--- config.mk ---
export PLATFORM = sky130hd
export DESIGN_NAME = bss_exec
export DESIGN_NICKNAME = d
export VERILOG_FILES = /design/src/common/bss_pkg.sv /design/src/rtl/bss_exec.sv
export SDC_FILE = /design/constraint.sdc
export NUM_CORES = 1
export LEC_CHECK = 0
export BUFFER_PORTS_ARGS = -buffer_cell sky130_fd_sc_hd__clkbuf_2
export CORE_UTILIZATION = 60
export DETAILED_ROUTE_END_ITERATION = 16
export PLACE_DENSITY = 0.76
export SYNTH_ARGS = -nofsm -noshare
export SYNTH_HDL_FRONTEND = slang
export SYNTH_SLANG_ARGS = --single-unit
--- constraint.sdc ---
create_clock -name mclk -period 2.1 [get_ports mclk]
set_input_delay 0.42 -clock mclk [delete_from_list [all_inputs] [get_ports mclk]]
set_output_delay 0.42 -clock mclk [all_outputs]
set_load 0.01 [all_outputs]
--- src/common/bss_pkg.sv ---
// Notes on behaviour
// [RL1] Bit-3 skip test on an addressed nibble advances the program counter by two when set.
// [RL2] When that bit is clear the counter advances by one, in one machine cycle.
// [RL3] The stop instruction halts the oscillator; no instruction executes while stopped.
// [RL4] A falling edge on the wake port wakes it; the next instruction then runs.
// [RL5] Memory minus accumulator loads only the accumulator and updates carry and zero.
// [RL6] Working register minus immediate loads only the accumulator, updating carry and zero.
// [RL7] Write-back memory minus accumulator stores the difference in accumulator and memory.
// [RL8] Write-back register minus immediate stores the difference in accumulator and register.
// [RL9] Zero flag marks a zero result; carry flag holds the borrow-out, for every subtract.
package bss_pkg;
    localparam int INSTR_W = 16;
    localparam int PC_W = 11;
    localparam int NIB_W = 4;
    localparam int ADDR_W = 7;
    localparam int MEM_DEPTH = 128;
    localparam int WREG_W = 4;
    localparam int PORT_W = 4;

    // Opcode fields and their encodings.
    localparam int OP9_LSB = 7;
    localparam int OP8_LSB = 8;
    localparam int IMM_LSB = 4;
    localparam int TESTED_BIT = 3;
    localparam logic [8:0] OP_SKIP_BIT3 = 9'h115;
    localparam logic [8:0] OP_SUB_MEM = 9'h034;
    localparam logic [8:0] OP_SUBWB_MEM = 9'h036;
    localparam logic [7:0] OP_SUB_WREG = 8'h1e;
    localparam logic [7:0] OP_SUBWB_WREG = 8'h1f;
    localparam logic [15:0] OP_STOP = 16'h0f00;

    // Program counter steps.
    localparam logic [PC_W-1:0] PC_STEP = 11'h001;
    localparam logic [PC_W-1:0] PC_SKIP = 11'h002;

    // Reset values.
    localparam logic [PC_W-1:0] PC_RESET = 11'h000;
    localparam logic [NIB_W-1:0] NIB_RESET = 4'h0;
    localparam logic [PORT_W-1:0] PORT_IDLE = 4'hf;

    typedef enum logic {
        BSS_RUN,
        BSS_STOPPED
    } bss_mode_e;
endpackage

--- src/rtl/bss_exec.sv ---
`timescale 1ns/100ps
module bss_exec (
    input wire logic mclk,
    input wire logic rstn,
    input wire logic clkEn,
    input wire logic instrValid,
    input wire logic [bss_pkg::INSTR_W-1:0] instrWord,
    output logic instrReady,
    input wire logic [bss_pkg::PORT_W-1:0] wakeInputPort,
    input wire logic memLoadEn,
    input wire logic [bss_pkg::ADDR_W-1:0] memLoadAddr,
    input wire logic [bss_pkg::NIB_W-1:0] memLoadData,
    input wire logic [bss_pkg::ADDR_W-1:0] memPeekAddr,
    output logic [bss_pkg::NIB_W-1:0] memPeekData,
    output logic [bss_pkg::PC_W-1:0] pcQ,
    output logic [bss_pkg::NIB_W-1:0] resultLatchQ,
    output logic carryFlagQ,
    output logic zeroFlagQ,
    output logic oscHaltedQ
);
    // Reset is released through two flip-flops so every register reset by rstnSync leaves reset together.
    // Only the second stage reads the first, so a release close to the edge cannot reach
    // one register a cycle before another.
    logic rstnMeta;
    logic rstnSync;
    always_ff @(posedge mclk or negedge rstn) begin
        if (!rstn) begin
            rstnMeta <= 1'b0;
            rstnSync <= 1'b0;
        end else begin
            rstnMeta <= 1'b1;
            rstnSync <= rstnMeta;
        end
    end

    // Data memory; the working registers are its lowest sixteen nibbles.
    logic [bss_pkg::NIB_W-1:0] dataMem [bss_pkg::MEM_DEPTH];

    // Sequencing, accumulator and flag state: next values for the control registers.
    bss_pkg::bss_mode_e mode_q, mode_d;
    logic [bss_pkg::PC_W-1:0] pc_d;
    logic [bss_pkg::NIB_W-1:0] acc_d;
    logic carry_d;
    logic zero_d;
    logic halted_d;

    // Next value of the registered test read port.
    logic [bss_pkg::NIB_W-1:0] peek_d;

    // Memory write port, shared by the load port and the write-back opcodes.
    logic memWrEn;
    logic [bss_pkg::ADDR_W-1:0] memWrAddr;
    logic [bss_pkg::NIB_W-1:0] memWrData;

    // Decoded fields of the instruction word.
    logic [8:0] op9;
    logic [7:0] op8;
    logic [bss_pkg::ADDR_W-1:0] memAddr;
    logic [bss_pkg::ADDR_W-1:0] wregAddr;
    logic [bss_pkg::NIB_W-1:0] imm;
    logic [bss_pkg::NIB_W-1:0] memNib;
    logic [bss_pkg::NIB_W-1:0] wregNib;
    logic [bss_pkg::NIB_W:0] diffMem;
    logic [bss_pkg::NIB_W:0] diffWreg;

    // Opcode classes; they only act together with a taken instruction.
    logic fire;
    logic isStop;
    logic isSkip;
    logic isSubMem;
    logic isSubWreg;
    logic wbMem;
    logic wbWreg;

    // Wake detection, one falling-edge flag per port line.
    logic [bss_pkg::PORT_W-1:0] portFall;
    logic wakeEdge;

    // Field extraction; the working-register field is zero-extended into a memory address.
    assign op9 = instrWord[bss_pkg::INSTR_W-1:bss_pkg::OP9_LSB];
    assign op8 = instrWord[bss_pkg::INSTR_W-1:bss_pkg::OP8_LSB];
    assign memAddr = instrWord[bss_pkg::ADDR_W-1:0];
    assign wregAddr = {3'h0, instrWord[bss_pkg::WREG_W-1:0]};
    assign imm = instrWord[bss_pkg::IMM_LSB+bss_pkg::NIB_W-1:bss_pkg::IMM_LSB];
    assign memNib = dataMem[memAddr];
    assign wregNib = dataMem[wregAddr];

    // Opcode classes. The stop word is tested first, so it never falls into another class.
    assign isStop = (instrWord == bss_pkg::OP_STOP);
    assign isSkip = !isStop && (op9 == bss_pkg::OP_SKIP_BIT3);
    assign isSubMem = !isStop
        && (op9 == bss_pkg::OP_SUB_MEM || op9 == bss_pkg::OP_SUBWB_MEM);
    assign isSubWreg = !isStop
        && (op8 == bss_pkg::OP_SUB_WREG || op8 == bss_pkg::OP_SUBWB_WREG);
    assign wbMem = isSubMem && (op9 == bss_pkg::OP_SUBWB_MEM);
    assign wbWreg = isSubWreg && (op8 == bss_pkg::OP_SUBWB_WREG);

    // A five-bit difference keeps the borrow in its top bit, one convention for all.
    // Carry set therefore means the minuend was smaller than the subtrahend.
    assign diffMem = {1'b0, memNib} - {1'b0, resultLatchQ}; // RL9
    assign diffWreg = {1'b0, wregNib} - {1'b0, imm}; // RL9

    // No instruction is accepted while the oscillator is halted.
    assign instrReady = (mode_q == bss_pkg::BSS_RUN); // RL3
    // Only an enabled edge takes an instruction, so a frozen core never runs one.
    assign fire = instrValid && instrReady && clkEn;

    // Each port line keeps its own last sample, taken on enabled edges only, so a fall is
    // seen between two enabled edges. The history resets to the idle high level, which
    // keeps a line that rests high from looking like a fall when reset lets go.
    for (genvar b = 0; b < bss_pkg::PORT_W; b++) begin : gPortBit
        logic prevBit_q;
        logic prevBit_d;
        // The next sample is simply the pin as it stands.
        always_comb begin
            prevBit_d = wakeInputPort[b];
        end
        // The history bit freezes with the clock enable like all other state except rstnMeta and rstnSync.
        always_ff @(posedge mclk or negedge rstnSync) begin
            if (!rstnSync) begin
                prevBit_q <= bss_pkg::PORT_IDLE[b];
            end else if (clkEn) begin
                prevBit_q <= prevBit_d;
            end
        end
        // High at the last enabled edge and low now is a falling edge on this line.
        assign portFall[b] = prevBit_q && !wakeInputPort[b]; // RL4
    end

    // Any port line going from high to low counts as a wake edge.
    // Edges while running are ignored, so a fall just before the stop does not end it.
    assign wakeEdge = |portFall; // RL4

    // Next-state logic for sequencing, accumulator and flags.
    always_comb begin
        mode_d = mode_q;
        pc_d = pcQ;
        acc_d = resultLatchQ;
        carry_d = carryFlagQ;
        zero_d = zeroFlagQ;
        unique case (mode_q)
            bss_pkg::BSS_RUN: begin
                if (fire) begin
                    pc_d = pcQ + bss_pkg::PC_STEP; // RL2
                    if (isStop) begin
                        // The counter already points past the stop, so waking resumes there.
                        mode_d = bss_pkg::BSS_STOPPED; // RL3
                    end else if (isSkip) begin
                        // Skip and stop leave the accumulator and both flags alone.
                        if (memNib[bss_pkg::TESTED_BIT]) begin
                            pc_d = pcQ + bss_pkg::PC_SKIP; // RL1
                        end
                    end else if (isSubMem) begin
                        // Both memory forms load the accumulator; only the write-back form stores to memory.
                        acc_d = diffMem[bss_pkg::NIB_W-1:0]; // RL5
                        carry_d = diffMem[bss_pkg::NIB_W]; // RL9
                        zero_d = (diffMem[bss_pkg::NIB_W-1:0] == bss_pkg::NIB_RESET); // RL9
                    end else if (isSubWreg) begin
                        // Both register forms load the accumulator from the same difference.
                        acc_d = diffWreg[bss_pkg::NIB_W-1:0]; // RL6
                        carry_d = diffWreg[bss_pkg::NIB_W]; // RL9
                        zero_d = (diffWreg[bss_pkg::NIB_W-1:0] == bss_pkg::NIB_RESET); // RL9
                    end
                end
            end
            bss_pkg::BSS_STOPPED: begin
                // A fall on any port line is the only way out short of reset; counter, accumulator and flags hold meanwhile.
                if (wakeEdge) begin
                    mode_d = bss_pkg::BSS_RUN; // RL4
                end
            end
        endcase
        halted_d = (mode_d == bss_pkg::BSS_STOPPED); // RL3
    end

    // Control and flag registers; a low clock enable freezes them all.
    always_ff @(posedge mclk or negedge rstnSync) begin
        if (!rstnSync) begin
            mode_q <= bss_pkg::BSS_RUN;
            pcQ <= bss_pkg::PC_RESET;
            resultLatchQ <= bss_pkg::NIB_RESET;
            carryFlagQ <= 1'b0;
            zeroFlagQ <= 1'b0;
            oscHaltedQ <= 1'b0;
        end else if (clkEn) begin
            mode_q <= mode_d;
            pcQ <= pc_d;
            resultLatchQ <= acc_d;
            carryFlagQ <= carry_d;
            zeroFlagQ <= zero_d;
            oscHaltedQ <= halted_d;
        end
    end

    // Memory write selection. A write-back from the running instruction wins over the
    // load port in the same cycle and the load is dropped, so loads must not overlap it.
    always_comb begin
        memWrEn = memLoadEn;
        memWrAddr = memLoadAddr;
        memWrData = memLoadData;
        if (fire && wbMem) begin
            memWrEn = 1'b1; // RL7
            memWrAddr = memAddr; // RL7
            memWrData = diffMem[bss_pkg::NIB_W-1:0]; // RL7
        end else if (fire && wbWreg) begin
            memWrEn = 1'b1; // RL8
            memWrAddr = wregAddr; // RL8
            memWrData = diffWreg[bss_pkg::NIB_W-1:0]; // RL8
        end
    end

    // Memory has no reset: its contents are undefined until loaded, as in the device.
    // Leaving it out of reset also lets it map onto plain storage cells.
    always_ff @(posedge mclk) begin
        if (clkEn && memWrEn) begin
            dataMem[memWrAddr] <= memWrData;
        end
    end

    // Test read port: the addressed nibble as it stands before this edge's write.
    always_comb begin
        peek_d = dataMem[memPeekAddr];
    end

    // The read data is registered, one edge of latency, and freezes with the clock enable.
    always_ff @(posedge mclk or negedge rstnSync) begin
        if (!rstnSync) begin
            memPeekData <= bss_pkg::NIB_RESET;
        end else if (clkEn) begin
            memPeekData <= peek_d;
        end
    end
endmodule

==> impl_metrics.prom, run 1 <==
# TYPE chip_impl_metric gauge
chip_impl_info{name="end_kind",value="flip-flop"} 1
chip_impl_metric{name="worst_tran_pin_value",unit="ns"} 0.979
chip_impl_metric{name="worst_clock_skew",unit="ns"} 0.0326
chip_impl_metric{name="finalCritPeriodShare",unit=""} 1.83
chip_impl_metric{name="cp.required",unit="ns"} 2.45
chip_impl_metric{name="synth_top_area_frac",unit=""} 0.583
chip_impl_metric{name="cts-buffers-inserted",unit=""} 54
chip_impl_metric{name="die_height",unit="um"} 212
chip_impl_info{name="rr_startpoint",value="dataMem[100][1]$_DFFE_PP_"} 1
chip_impl_info{name="critPathKind",value="flip-flop to flip-flop"} 1
chip_impl_metric{name="timing_hold_violations_final",unit=""} 0
chip_impl_metric{name="drt-vias-per-instance",unit=""} 6.98
chip_impl_metric{name="post_synth_and_or_nand_nor_area_fraction",unit=""} 0.0457
chip_impl_metric{name="gp_routability_congestion",unit=""} 0.966
chip_impl_metric{name="maxCapViolations",unit=""} 0
chip_impl_metric{name="worst_ir_drop_vdd",unit="V"} 0.000669
chip_impl_metric{name="critical-path-max-stage-delay",unit="ns"} 0.53
chip_impl_metric{name="fp.coreArea",unit="mm2"} 0.0432
chip_impl_info{name="hold-path-endpoint",value="gPortBit[3].prevBit_q$_DFFE_PN1P_"} 1
chip_impl_metric{name="placed_cell_area",unit="mm2"} 0.0306
chip_impl_info{name="crit_slowest_cell",value="sky130_fd_sc_hd__mux4_2"} 1
chip_impl_metric{name="synth_area_in_adders",unit=""} 0.00626
chip_impl_info{name="synthTopCellsByCount",value="sky130_fd_sc_hd__edfxtp_1 (512), sky130_fd_sc_hd__mux4_2 (297), sky130_fd_sc_hd__nor2_1 (145), sky130_fd_sc_hd__nand2_1 (43), sky130_fd_sc_hd__clkbuf_1 (39)"} 1
chip_impl_metric{name="final_critical_path_setup_slack",unit="ns"} -1.74
chip_impl_info{name="run_status",value="complete, but fails checks"} 1
chip_impl_metric{name="dr_vias",unit=""} 17000
chip_impl_metric{name="filler_cell_count",unit=""} 2366
chip_impl_metric{name="floorplan.initialDensity",unit=""} 0.611
chip_impl_metric{name="syn-cell-area",unit="mm2"} 0.0264
chip_impl_info{name="violations",value="setup timing"} 1
chip_impl_metric{name="finalInstanceArea",unit="mm2"} 0.0327
chip_impl_metric{name="cts_max_path_buffers",unit=""} 3
chip_impl_metric{name="holdPathStages",unit=""} 3
chip_impl_metric{name="wire_length_of_the_first_global_routing_pass",unit="um"} 114000
chip_impl_info{name="hp-start",value="wakeInputPort[3]"} 1
chip_impl_metric{name="area.growth.synth_to_final",unit="%"} 24.0
chip_impl_metric{name="cp.arrival",unit="ns"} 4.19
chip_impl_metric{name="slew_violations",unit=""} 0
chip_impl_info{name="synth_largest_area_cell",value="sky130_fd_sc_hd__edfxtp_1"} 1
chip_impl_metric{name="yosys-mux-area-fraction",unit=""} 0.289
chip_impl_metric{name="yosys_warnings",unit=""} 0
chip_impl_metric{name="fmaxAchievable",unit="MHz"} 260
chip_impl_metric{name="worst_r2r_path_depth",unit=""} 14
chip_impl_metric{name="worst_skew_pair.late_latency",unit="ns"} 0.62
chip_impl_metric{name="layout-drive-gt1-share",unit=""} 0.486
chip_impl_metric{name="area_of_the_multi_input_gates",unit="mm2"} 0.00990
chip_impl_info{name="ys_top_cells_by_area",value="sky130_fd_sc_hd__edfxtp_1 (58%), sky130_fd_sc_hd__mux4_2 (25%), sky130_fd_sc_hd__dfrtp_1 (2.3%), sky130_fd_sc_hd__nor2_1 (2.1%), sky130_fd_sc_hd__mux4_1 (1.9%)"} 1
chip_impl_metric{name="stdcell_count",unit=""} 2431
chip_impl_metric{name="sequential_share_of_the_synthesized_area",unit=""} 0.610
chip_impl_metric{name="flip_flop_and_latch_count_after_synthesis",unit=""} 540
chip_impl_metric{name="synth-async-reset-ratio",unit=""} 0.0519
chip_impl_info{name="synthMostInstantiatedCell",value="sky130_fd_sc_hd__edfxtp_1"} 1
chip_impl_metric{name="detail-route-antenna-nets",unit=""} 0
chip_impl_info{name="grt_setup_unrepaired",value="true"} 1
chip_impl_metric{name="die_wd",unit="um"} 212
chip_impl_metric{name="die-area",unit="mm2"} 0.0448
chip_impl_metric{name="io_buffer_count",unit=""} 65
chip_impl_info{name="synth_flop_cell",value="sky130_fd_sc_hd__edfxtp_1"} 1
chip_impl_info{name="clk_root_buffer_cell",value="sky130_fd_sc_hd__clkbuf_16"} 1
chip_impl_metric{name="critPathMaxFanout",unit=""} 19
chip_impl_metric{name="final_nets",unit=""} 1859
chip_impl_metric{name="clk_pin_slew_worst_paths",unit="ns"} 0.07
chip_impl_metric{name="syn_nets",unit=""} 1445
chip_impl_metric{name="fin_crit",unit="ns"} 3.84
chip_impl_metric{name="post_placement_worst_setup_slack",unit="ns"} -2.21
chip_impl_metric{name="syn_avg_cell_area",unit="um2"} 19.0
chip_impl_info{name="worst_path_most_repeated_cell",value="sky130_fd_sc_hd__mux4_2"} 1
chip_impl_metric{name="post_synth_inst_count",unit=""} 1390
chip_impl_metric{name="register_area",unit="mm2"} 0.0161
chip_impl_metric{name="layout.core_utilization",unit=""} 0.757
chip_impl_metric{name="route.detailed.wl_per_inst",unit="um"} 32.2
chip_impl_metric{name="grt_max_degree",unit=""} 57
chip_impl_metric{name="timing.setup.tns",unit="ns"} -1078.83
chip_impl_metric{name="maxSlewHeadroom",unit=""} 0.342
chip_impl_info{name="cts_tree",value="done"} 1
chip_impl_metric{name="dr.pass1.iters",unit=""} 6
chip_impl_metric{name="yosysUniqueCellTypes",unit=""} 62
chip_impl_metric{name="synth-compound-area-share",unit=""} 0.0204
chip_impl_metric{name="antenna_found_initial",unit=""} 3
chip_impl_metric{name="rows",unit=""} 76
chip_impl_metric{name="static_leakage",unit="nW"} 11.4
chip_impl_metric{name="cts.sinks",unit=""} 540
chip_impl_info{name="worstSetupStartpoint",value="dataMem[100][1]$_DFFE_PP_"} 1
chip_impl_metric{name="detail_route.wirelength",unit="um"} 78400
chip_impl_metric{name="drt_iter0_markers",unit=""} 2415
chip_impl_metric{name="route.detailed.drc",unit=""} 0
chip_impl_info{name="cp-start-kind",value="flip-flop"} 1
chip_impl_info{name="holdCritPathClass",value="primary input to flip-flop"} 1
chip_impl_metric{name="globalRoute.totalOverflow",unit=""} 0
chip_impl_metric{name="placed_cells",unit=""} 2318
chip_impl_metric{name="groute.usage.overall",unit=""} 0.361
chip_impl_metric{name="power.density",unit="mW/mm2"} 755
chip_impl_metric{name="top_level_ports",unit=""} 66
chip_impl_metric{name="setup_viol",unit=""} 1045
chip_impl_metric{name="synthXorXnorAreaFrac",unit=""} 0.00432
chip_impl_metric{name="hpwl_after_detailed_placement",unit="um"} 54700
chip_impl_metric{name="via_count_of_the_first_global_routing_pass",unit=""} 17400
chip_impl_metric{name="worst-r2r-setup-slack",unit="ns"} -1.74
chip_impl_info{name="main_combinational_cell_family_by_area_after_synthesis",value="multiplexers"} 1
chip_impl_info{name="timing.rr.end",value="dataMem[124][3]$_DFFE_PP_"} 1
chip_impl_metric{name="post_synth_edffs",unit=""} 512
chip_impl_metric{name="number_of_h_tree_branching_levels",unit=""} 2
chip_impl_info{name="crit_path_cell_trace",value="mux4_2 > mux4_2 > mux4_2 > nand2_2 > and2_4 > inv_2 > ha_4 > nor2b_4 > o21ai_1 > nand2b_1 > xnor2_2 > mux2i_4 > buf_12 > clkbuf_16"} 1
## logic make-up (layout without fill, tap and decap cells)
family / Yosys count / after routing
AO/OA/AOI/OAI: 80 / 80
XOR/XNOR: 13 / 13
adder cells (fa/ha/maj): 12 / 12
buffers and inverters: 120 / 574
flip-flops: 540 / 540
multiplexers: 358 / 358
other: 1 / 3
AND/OR/NAND/NOR: 266 / 266
## worst max-delay path: cells and delay by family (launching register included)
kind,cells,cell delay (ns)
AO/OA/AOI/OAI,1,0.14
adder cells (fa/ha/maj),1,0.21
XOR/XNOR,1,0.22
flip-flops,1,0.42
multiplexers,4,1.64
AND/OR/NAND/NOR,4,0.52
buffers and inverters,3,0.41
## stage by stage
stage	hold slack, ns	power [mW]
after floorplan	0.124	13.9
after global placement	0.209	15.0
after detailed placement	0.213	15.1
after CTS	0.0152	24.6
after global routing	0.0528	25.2
final	0.0322	24.7
## report_power, final
group | internal [mW] | switching [mW]
Combinational | 1.49 | 1.56
Sequential | 11.9 | 0.130
Clock | 5.49 | 4.10
## cell usage in the layout, fill, tap and decap left out, types with 7 or more instances in the layout
master                      Yosys  routed
sky130_fd_sc_hd__nor2_4         0      12
sky130_fd_sc_hd__edfxtp_1     512     512
sky130_fd_sc_hd__buf_12         3      52
sky130_fd_sc_hd__inv_1         16      16
sky130_fd_sc_hd__clkbuf_2       0      61
sky130_fd_sc_hd__buf_4         12     330
sky130_fd_sc_hd__nand3_1       18      18
sky130_fd_sc_hd__mux4_1        19      11
sky130_fd_sc_hd__clkinv_2       0       9
sky130_fd_sc_hd__mux2i_1       27      25
sky130_fd_sc_hd__nand2b_1      12      10
sky130_fd_sc_hd__nor2b_1        9       8
sky130_fd_sc_hd__o21ai_0       14      11
sky130_fd_sc_hd__dfrtp_1       24      24
sky130_fd_sc_hd__xnor2_1        8       7
sky130_fd_sc_hd__clkbuf_16      0      58
sky130_fd_sc_hd__nand2_1       43      39
sky130_fd_sc_hd__nor2_1       145     133
sky130_fd_sc_hd__clkinv_1       1      14
sky130_fd_sc_hd__mux2_2        14      14
sky130_fd_sc_hd__mux4_2       297     305
sky130_fd_sc_hd__clkbuf_1      39       7
sky130_fd_sc_hd__a21oi_1       16      16
sky130_fd_sc_hd__a31oi_1       12      11
sky130_fd_sc_hd__ha_1          10       8
## sequential cells by signal (all words and copies together) (netlist names)
| signal | flops |
|---|---|
| dataMem | 512 |
| pcQ | 11 |
| gPortBit.prevBit_q | 4 |
| memPeekData | 4 |
| resultLatchQ | 4 |
| carryFlagQ | 1 |
| mode_q | 1 |
| rstnMeta | 1 |
| rstnSync | 1 |
| zeroFlagQ | 1 |
## repair_timing
item / CTS / global route
endpoints found under the setup margin: 1045 / 1045
hold endpoints to repair: 2 / 0
pin swaps: 2 / 1
hold buffers: 1 / 0
cloned: 2 / 3
buffers inserted: 4 / 6
gates resized for setup: 7 / 9
## final cells by class
| type | count | area share |
|---|---|---|
| Sequential cell | 540 | 0.492 |
| Multi-Input combinational cell | 730 | 0.303 |
| Timing Repair Buffer | 458 | 0.127 |
| Clock buffer | 62 | 0.0429 |
| Tap cell | 585 | 0.0224 |
| Clock inverter | 34 | 0.00984 |
| Inverter | 20 | 0.00230 |
| Antenna cell | 2 | 0.000153 |
## per-layer routing
layer / up-vias / track usage / routed length [um] / part of all wire
met5: - / 0 / 13 / 0.00017
met4: 2 / 0.197 / 4880 / 0.062
met3: 311 / 0.0841 / 9780 / 0.12
met2: 1283 / 0.576 / 37500 / 0.48
met1: 8654 / 0.464 / 26200 / 0.33
li1: 6712 / - / - / -
## worst max-delay path by stage
stage,slack [ns],endpoint,cells after the start
final,-1.74,dataMem[124][3]$_DFFE_PP_,14
after global routing,-1.77,dataMem[105][3]$_DFFE_PP_,14
after CTS,-1.64,dataMem[63][3]$_DFFE_PP_,14
after detailed placement,-2.21,dataMem[42][3]$_DFFE_PP_,14
after global placement,-2.12,dataMem[46][3]$_DFFE_PP_,15
after floorplan,-2.89,dataMem[0][3]$_DFFE_PP_,15
Note: power is estimated with default switching activity, not from simulation.
==> run 2: changes to the inputs <==
--- a/config.mk
+++ b/config.mk
@@ -9,6 +9,7 @@
 export CORE_UTILIZATION = 60
 export DETAILED_ROUTE_END_ITERATION = 16
 export PLACE_DENSITY = 0.76
+export SETUP_SLACK_MARGIN = 0.05
 export SYNTH_ARGS = -nofsm -noshare
 export SYNTH_HDL_FRONTEND = slang
 export SYNTH_SLANG_ARGS = --single-unit
==> run 2 against run 1 <==
Net effect:
- clock power hardly changed
- the flow still finishes with violations (setup timing)
- sequential power about the same
- via count up 0.69%
- critical path depth is the same
- combinational power is 2% higher
- final area up 0.45%
- register-to-register slack barely moved
- final cell count grew 0.33%
- clock skew shrank 0.0045 ns
- total power grew 0.24%
- count of clock-buffer cells in the layout stayed put
- sequential share of layout area is 0.22 points lower
==> impl_metrics.prom, run 2 (synthesis gave the netlist of run 1 again) <==
# TYPE chip_impl_metric gauge
chip_impl_metric{name="io_buffer_count",unit=""} 65
chip_impl_metric{name="largest_register_ff_count",unit=""} 512
chip_impl_metric{name="power.density",unit="mW/mm2"} 753
chip_impl_metric{name="die_wd",unit="um"} 212
chip_impl_metric{name="globalRouteMet2Util",unit=""} 0.576
chip_impl_info{name="grt_setup_unrepaired",value="true"} 1
chip_impl_metric{name="cts_max_path_buffers",unit=""} 3
chip_impl_info{name="grt.busiest_layer",value="met2"} 1
chip_impl_metric{name="post_placement_worst_setup_slack",unit="ns"} -2.21
chip_impl_metric{name="switching_share",unit=""} 0.236
chip_impl_info{name="reg.largest.list",value="dataMem x512, pcQ x11"} 1
chip_impl_metric{name="finalInstanceArea",unit="mm2"} 0.0328
chip_impl_metric{name="holdPathStages",unit=""} 3
chip_impl_info{name="worst_path_most_repeated_cell",value="sky130_fd_sc_hd__mux4_2"} 1
chip_impl_metric{name="layout-drive-gt1-share",unit=""} 0.490
chip_impl_metric{name="cts-buffers-inserted",unit=""} 54
chip_impl_metric{name="number_of_h_tree_branching_levels",unit=""} 2
chip_impl_info{name="cp-start-kind",value="flip-flop"} 1
chip_impl_metric{name="worst_ir_drop_vdd",unit="V"} 0.000651
chip_impl_metric{name="grt_max_degree",unit=""} 57
chip_impl_metric{name="globalRoute.totalOverflow",unit=""} 0
chip_impl_metric{name="drt_iter0_markers",unit=""} 2532
chip_impl_metric{name="critPathMaxFanout",unit=""} 19
chip_impl_metric{name="die-area",unit="mm2"} 0.0448
chip_impl_info{name="layout.cells.most_common_list",value="sky130_fd_sc_hd__edfxtp_1 (512), sky130_fd_sc_hd__buf_4 (335), sky130_fd_sc_hd__mux4_2 (305)"} 1
chip_impl_metric{name="clock_power_share",unit=""} 0.389
chip_impl_metric{name="die_height",unit="um"} 212
chip_impl_metric{name="via_count_of_the_first_global_routing_pass",unit=""} 17400
chip_impl_metric{name="critical-path-max-stage-delay",unit="ns"} 0.53
chip_impl_metric{name="fmaxAchievable",unit="MHz"} 261
chip_impl_metric{name="dr.pass1.iters",unit=""} 9
chip_impl_metric{name="fp.coreArea",unit="mm2"} 0.0432
chip_impl_metric{name="detail_route.wirelength",unit="um"} 79500
chip_impl_metric{name="global_routing_met1_resource_utilization",unit=""} 0.464
chip_impl_metric{name="antenna_found_initial",unit=""} 2
chip_impl_metric{name="floorplan.initialDensity",unit=""} 0.611
chip_impl_metric{name="area.growth.synth_to_final",unit="%"} 24.5
chip_impl_metric{name="switching_power",unit="mW"} 5.82
chip_impl_metric{name="cts.sinks",unit=""} 540
chip_impl_metric{name="timing.setup.tns",unit="ns"} -1079.67
chip_impl_metric{name="maxCapViolations",unit=""} 0
chip_impl_info{name="crit_slowest_cell",value="sky130_fd_sc_hd__mux4_2"} 1
chip_impl_metric{name="cp_num_cells",unit=""} 14
chip_impl_info{name="violations",value="setup timing"} 1
chip_impl_metric{name="static_leakage",unit="nW"} 11.4
chip_impl_metric{name="detail-route-antenna-nets",unit=""} 0
chip_impl_metric{name="hpwl_after_detailed_placement",unit="um"} 54700
chip_impl_metric{name="route.detailed.drc",unit=""} 0
chip_impl_info{name="critical-path-top-delay-family",value="multiplexers"} 1
chip_impl_info{name="end_kind",value="flip-flop"} 1
chip_impl_info{name="crit_path_cell_trace",value="mux4_2 > mux4_2 > mux4_2 > nand2_1 > and2_4 > inv_2 > ha_4 > nor2b_4 > o21ai_1 > nand2b_1 > xnor2_2 > mux2i_4 > buf_12 > clkbuf_16"} 1
chip_impl_metric{name="power.sequential.fraction",unit=""} 0.486
chip_impl_metric{name="worst_clock_skew",unit="ns"} 0.0281
chip_impl_metric{name="cp.arrival",unit="ns"} 4.18
chip_impl_metric{name="slew_violations",unit=""} 0
chip_impl_metric{name="gp_routability_congestion",unit=""} 0.966
chip_impl_info{name="cts_tree",value="done"} 1
chip_impl_metric{name="dr_vias",unit=""} 17100
chip_impl_info{name="register_with_the_most_flip_flops",value="dataMem"} 1
chip_impl_metric{name="finalHoldWorstSlack",unit="ns"} 0.0380
chip_impl_metric{name="cp_num_buf_inv",unit=""} 3
chip_impl_metric{name="combPwrFrac",unit=""} 0.125
chip_impl_metric{name="placed_cell_area",unit="mm2"} 0.0306
chip_impl_metric{name="worst_skew_pair.late_latency",unit="ns"} 0.62
chip_impl_info{name="holdCritPathClass",value="primary input to flip-flop"} 1
chip_impl_metric{name="rows",unit=""} 76
chip_impl_info{name="layout_commonest_cell",value="sky130_fd_sc_hd__edfxtp_1"} 1
chip_impl_metric{name="final_nets",unit=""} 1868
chip_impl_info{name="run_status",value="complete, but fails checks"} 1
chip_impl_metric{name="placed_cells",unit=""} 2318
chip_impl_metric{name="drt-vias-per-instance",unit=""} 7.00
chip_impl_metric{name="stdcell_count",unit=""} 2439
chip_impl_info{name="critPathKind",value="flip-flop to flip-flop"} 1
chip_impl_metric{name="route.detailed.wl_per_inst",unit="um"} 32.6
chip_impl_metric{name="maxSlewHeadroom",unit=""} 0.324
chip_impl_metric{name="timing_hold_violations_final",unit=""} 0
chip_impl_metric{name="clk_pin_slew_worst_paths",unit="ns"} 0.06
chip_impl_metric{name="wire_length_of_the_first_global_routing_pass",unit="um"} 114000
chip_impl_metric{name="int_pwr",unit="mW"} 18.9
chip_impl_metric{name="setup_viol",unit=""} 1045
chip_impl_metric{name="fin_crit",unit="ns"} 3.83
chip_impl_metric{name="cp.required",unit="ns"} 2.45
chip_impl_info{name="clk_root_buffer_cell",value="sky130_fd_sc_hd__clkbuf_16"} 1
chip_impl_metric{name="groute.usage.overall",unit=""} 0.361
chip_impl_metric{name="global_route.usage.met3",unit=""} 0.0841
chip_impl_metric{name="worst_r2r_path_depth",unit=""} 14
chip_impl_metric{name="top_level_ports",unit=""} 66
chip_impl_metric{name="finalCritPeriodShare",unit=""} 1.82
chip_impl_metric{name="final_critical_path_setup_slack",unit="ns"} -1.73
chip_impl_metric{name="worst_tran_pin_value",unit="ns"} 1.01
==> run 2: worst paths after layout <==
check / from / to / slack [ns]
max: dataMem[29][1]$_DFFE_PP_ / dataMem[124][3]$_DFFE_PP_ / -1.73
min reg2reg: rstnSync$_DFF_PN0_ / pcQ[6]$_DFFE_PN0P_ / 0.23
max reg2reg: dataMem[29][1]$_DFFE_PP_ / dataMem[124][3]$_DFFE_PP_ / -1.73
max in group asynchronous: rstnSync$_DFF_PN0_ / gPortBit[1].prevBit_q$_DFFE_PN1P_ / 1.56
min in group asynchronous: rstn / rstnSync$_DFF_PN0_ / 0.15
min: wakeInputPort[3] / gPortBit[3].prevBit_q$_DFFE_PN1P_ / 0.04
==> run 2: area by class of cell <==
class	count	area (um2)
clock inverter	34	322
sequential	540	16100
multi-input combinational	730	9910
antenna	1	2.50
clock buffer	62	1400
timing repair buffer	467	4300
tap	585	732
fill	2334	10300
inverter	20	75.1
==> run 2: stage by stage <==
| stage | total power [mW] | util |
|---|---|---|
| 3_5_place_dp | 15.1 | 0.709 |
| 2_1_floorplan | 13.9 | - |
| 4_1_cts | 24.6 | 0.753 |
| 5_1_grt | 25.2 | 0.760 |
| 6_report | 24.7 | 0.760 |
| 3_3_place_gp | 15.0 | 0.709 |
==> run 2: power by group through the flow <==
stage          Clock [mW]  Combinational (mW)  Sequential [mW]
6_report             9.61                3.10             12.0
5_1_grt              9.99                3.21             12.0
4_1_cts              9.64                2.94             12.0
3_5_place_dp            0                2.85             12.2
3_3_place_gp            0                2.78             12.2
2_1_floorplan           0                1.68             12.3
==> run 2: repair_timing <==
action,CTS,global route
hold buffers,1,0
pin swaps,3,2
cloned,2,6
hold endpoints to repair,2,0
endpoints found under the setup margin,1045,1045
resized for setup,7,14
buffers inserted,4,12
==> run 2: routing by layer <==
metal  wire length, um  vias to the layer above
met5                13                        -
met1             26200                     8649
met3             10400                      323
met4              4960                        2
li1                  -                     6731
met2             37900                     1374
==> run 2: worst register-to-register path, cell delays in order, from the launching register on <==
cell and delay, ns:
sky130_fd_sc_hd__edfxtp_1 0.45, sky130_fd_sc_hd__mux4_2 0.53, sky130_fd_sc_hd__mux4_2 0.52, sky130_fd_sc_hd__mux4_2 0.49
sky130_fd_sc_hd__nand2_1 0.08, sky130_fd_sc_hd__and2_4 0.15, sky130_fd_sc_hd__inv_2 0.04, sky130_fd_sc_hd__ha_4 0.21
sky130_fd_sc_hd__nor2b_4 0.12, sky130_fd_sc_hd__o21ai_1 0.13, sky130_fd_sc_hd__nand2b_1 0.12, sky130_fd_sc_hd__xnor2_2 0.23
sky130_fd_sc_hd__mux2i_4 0.11, sky130_fd_sc_hd__buf_12 0.18, sky130_fd_sc_hd__clkbuf_16 0.20
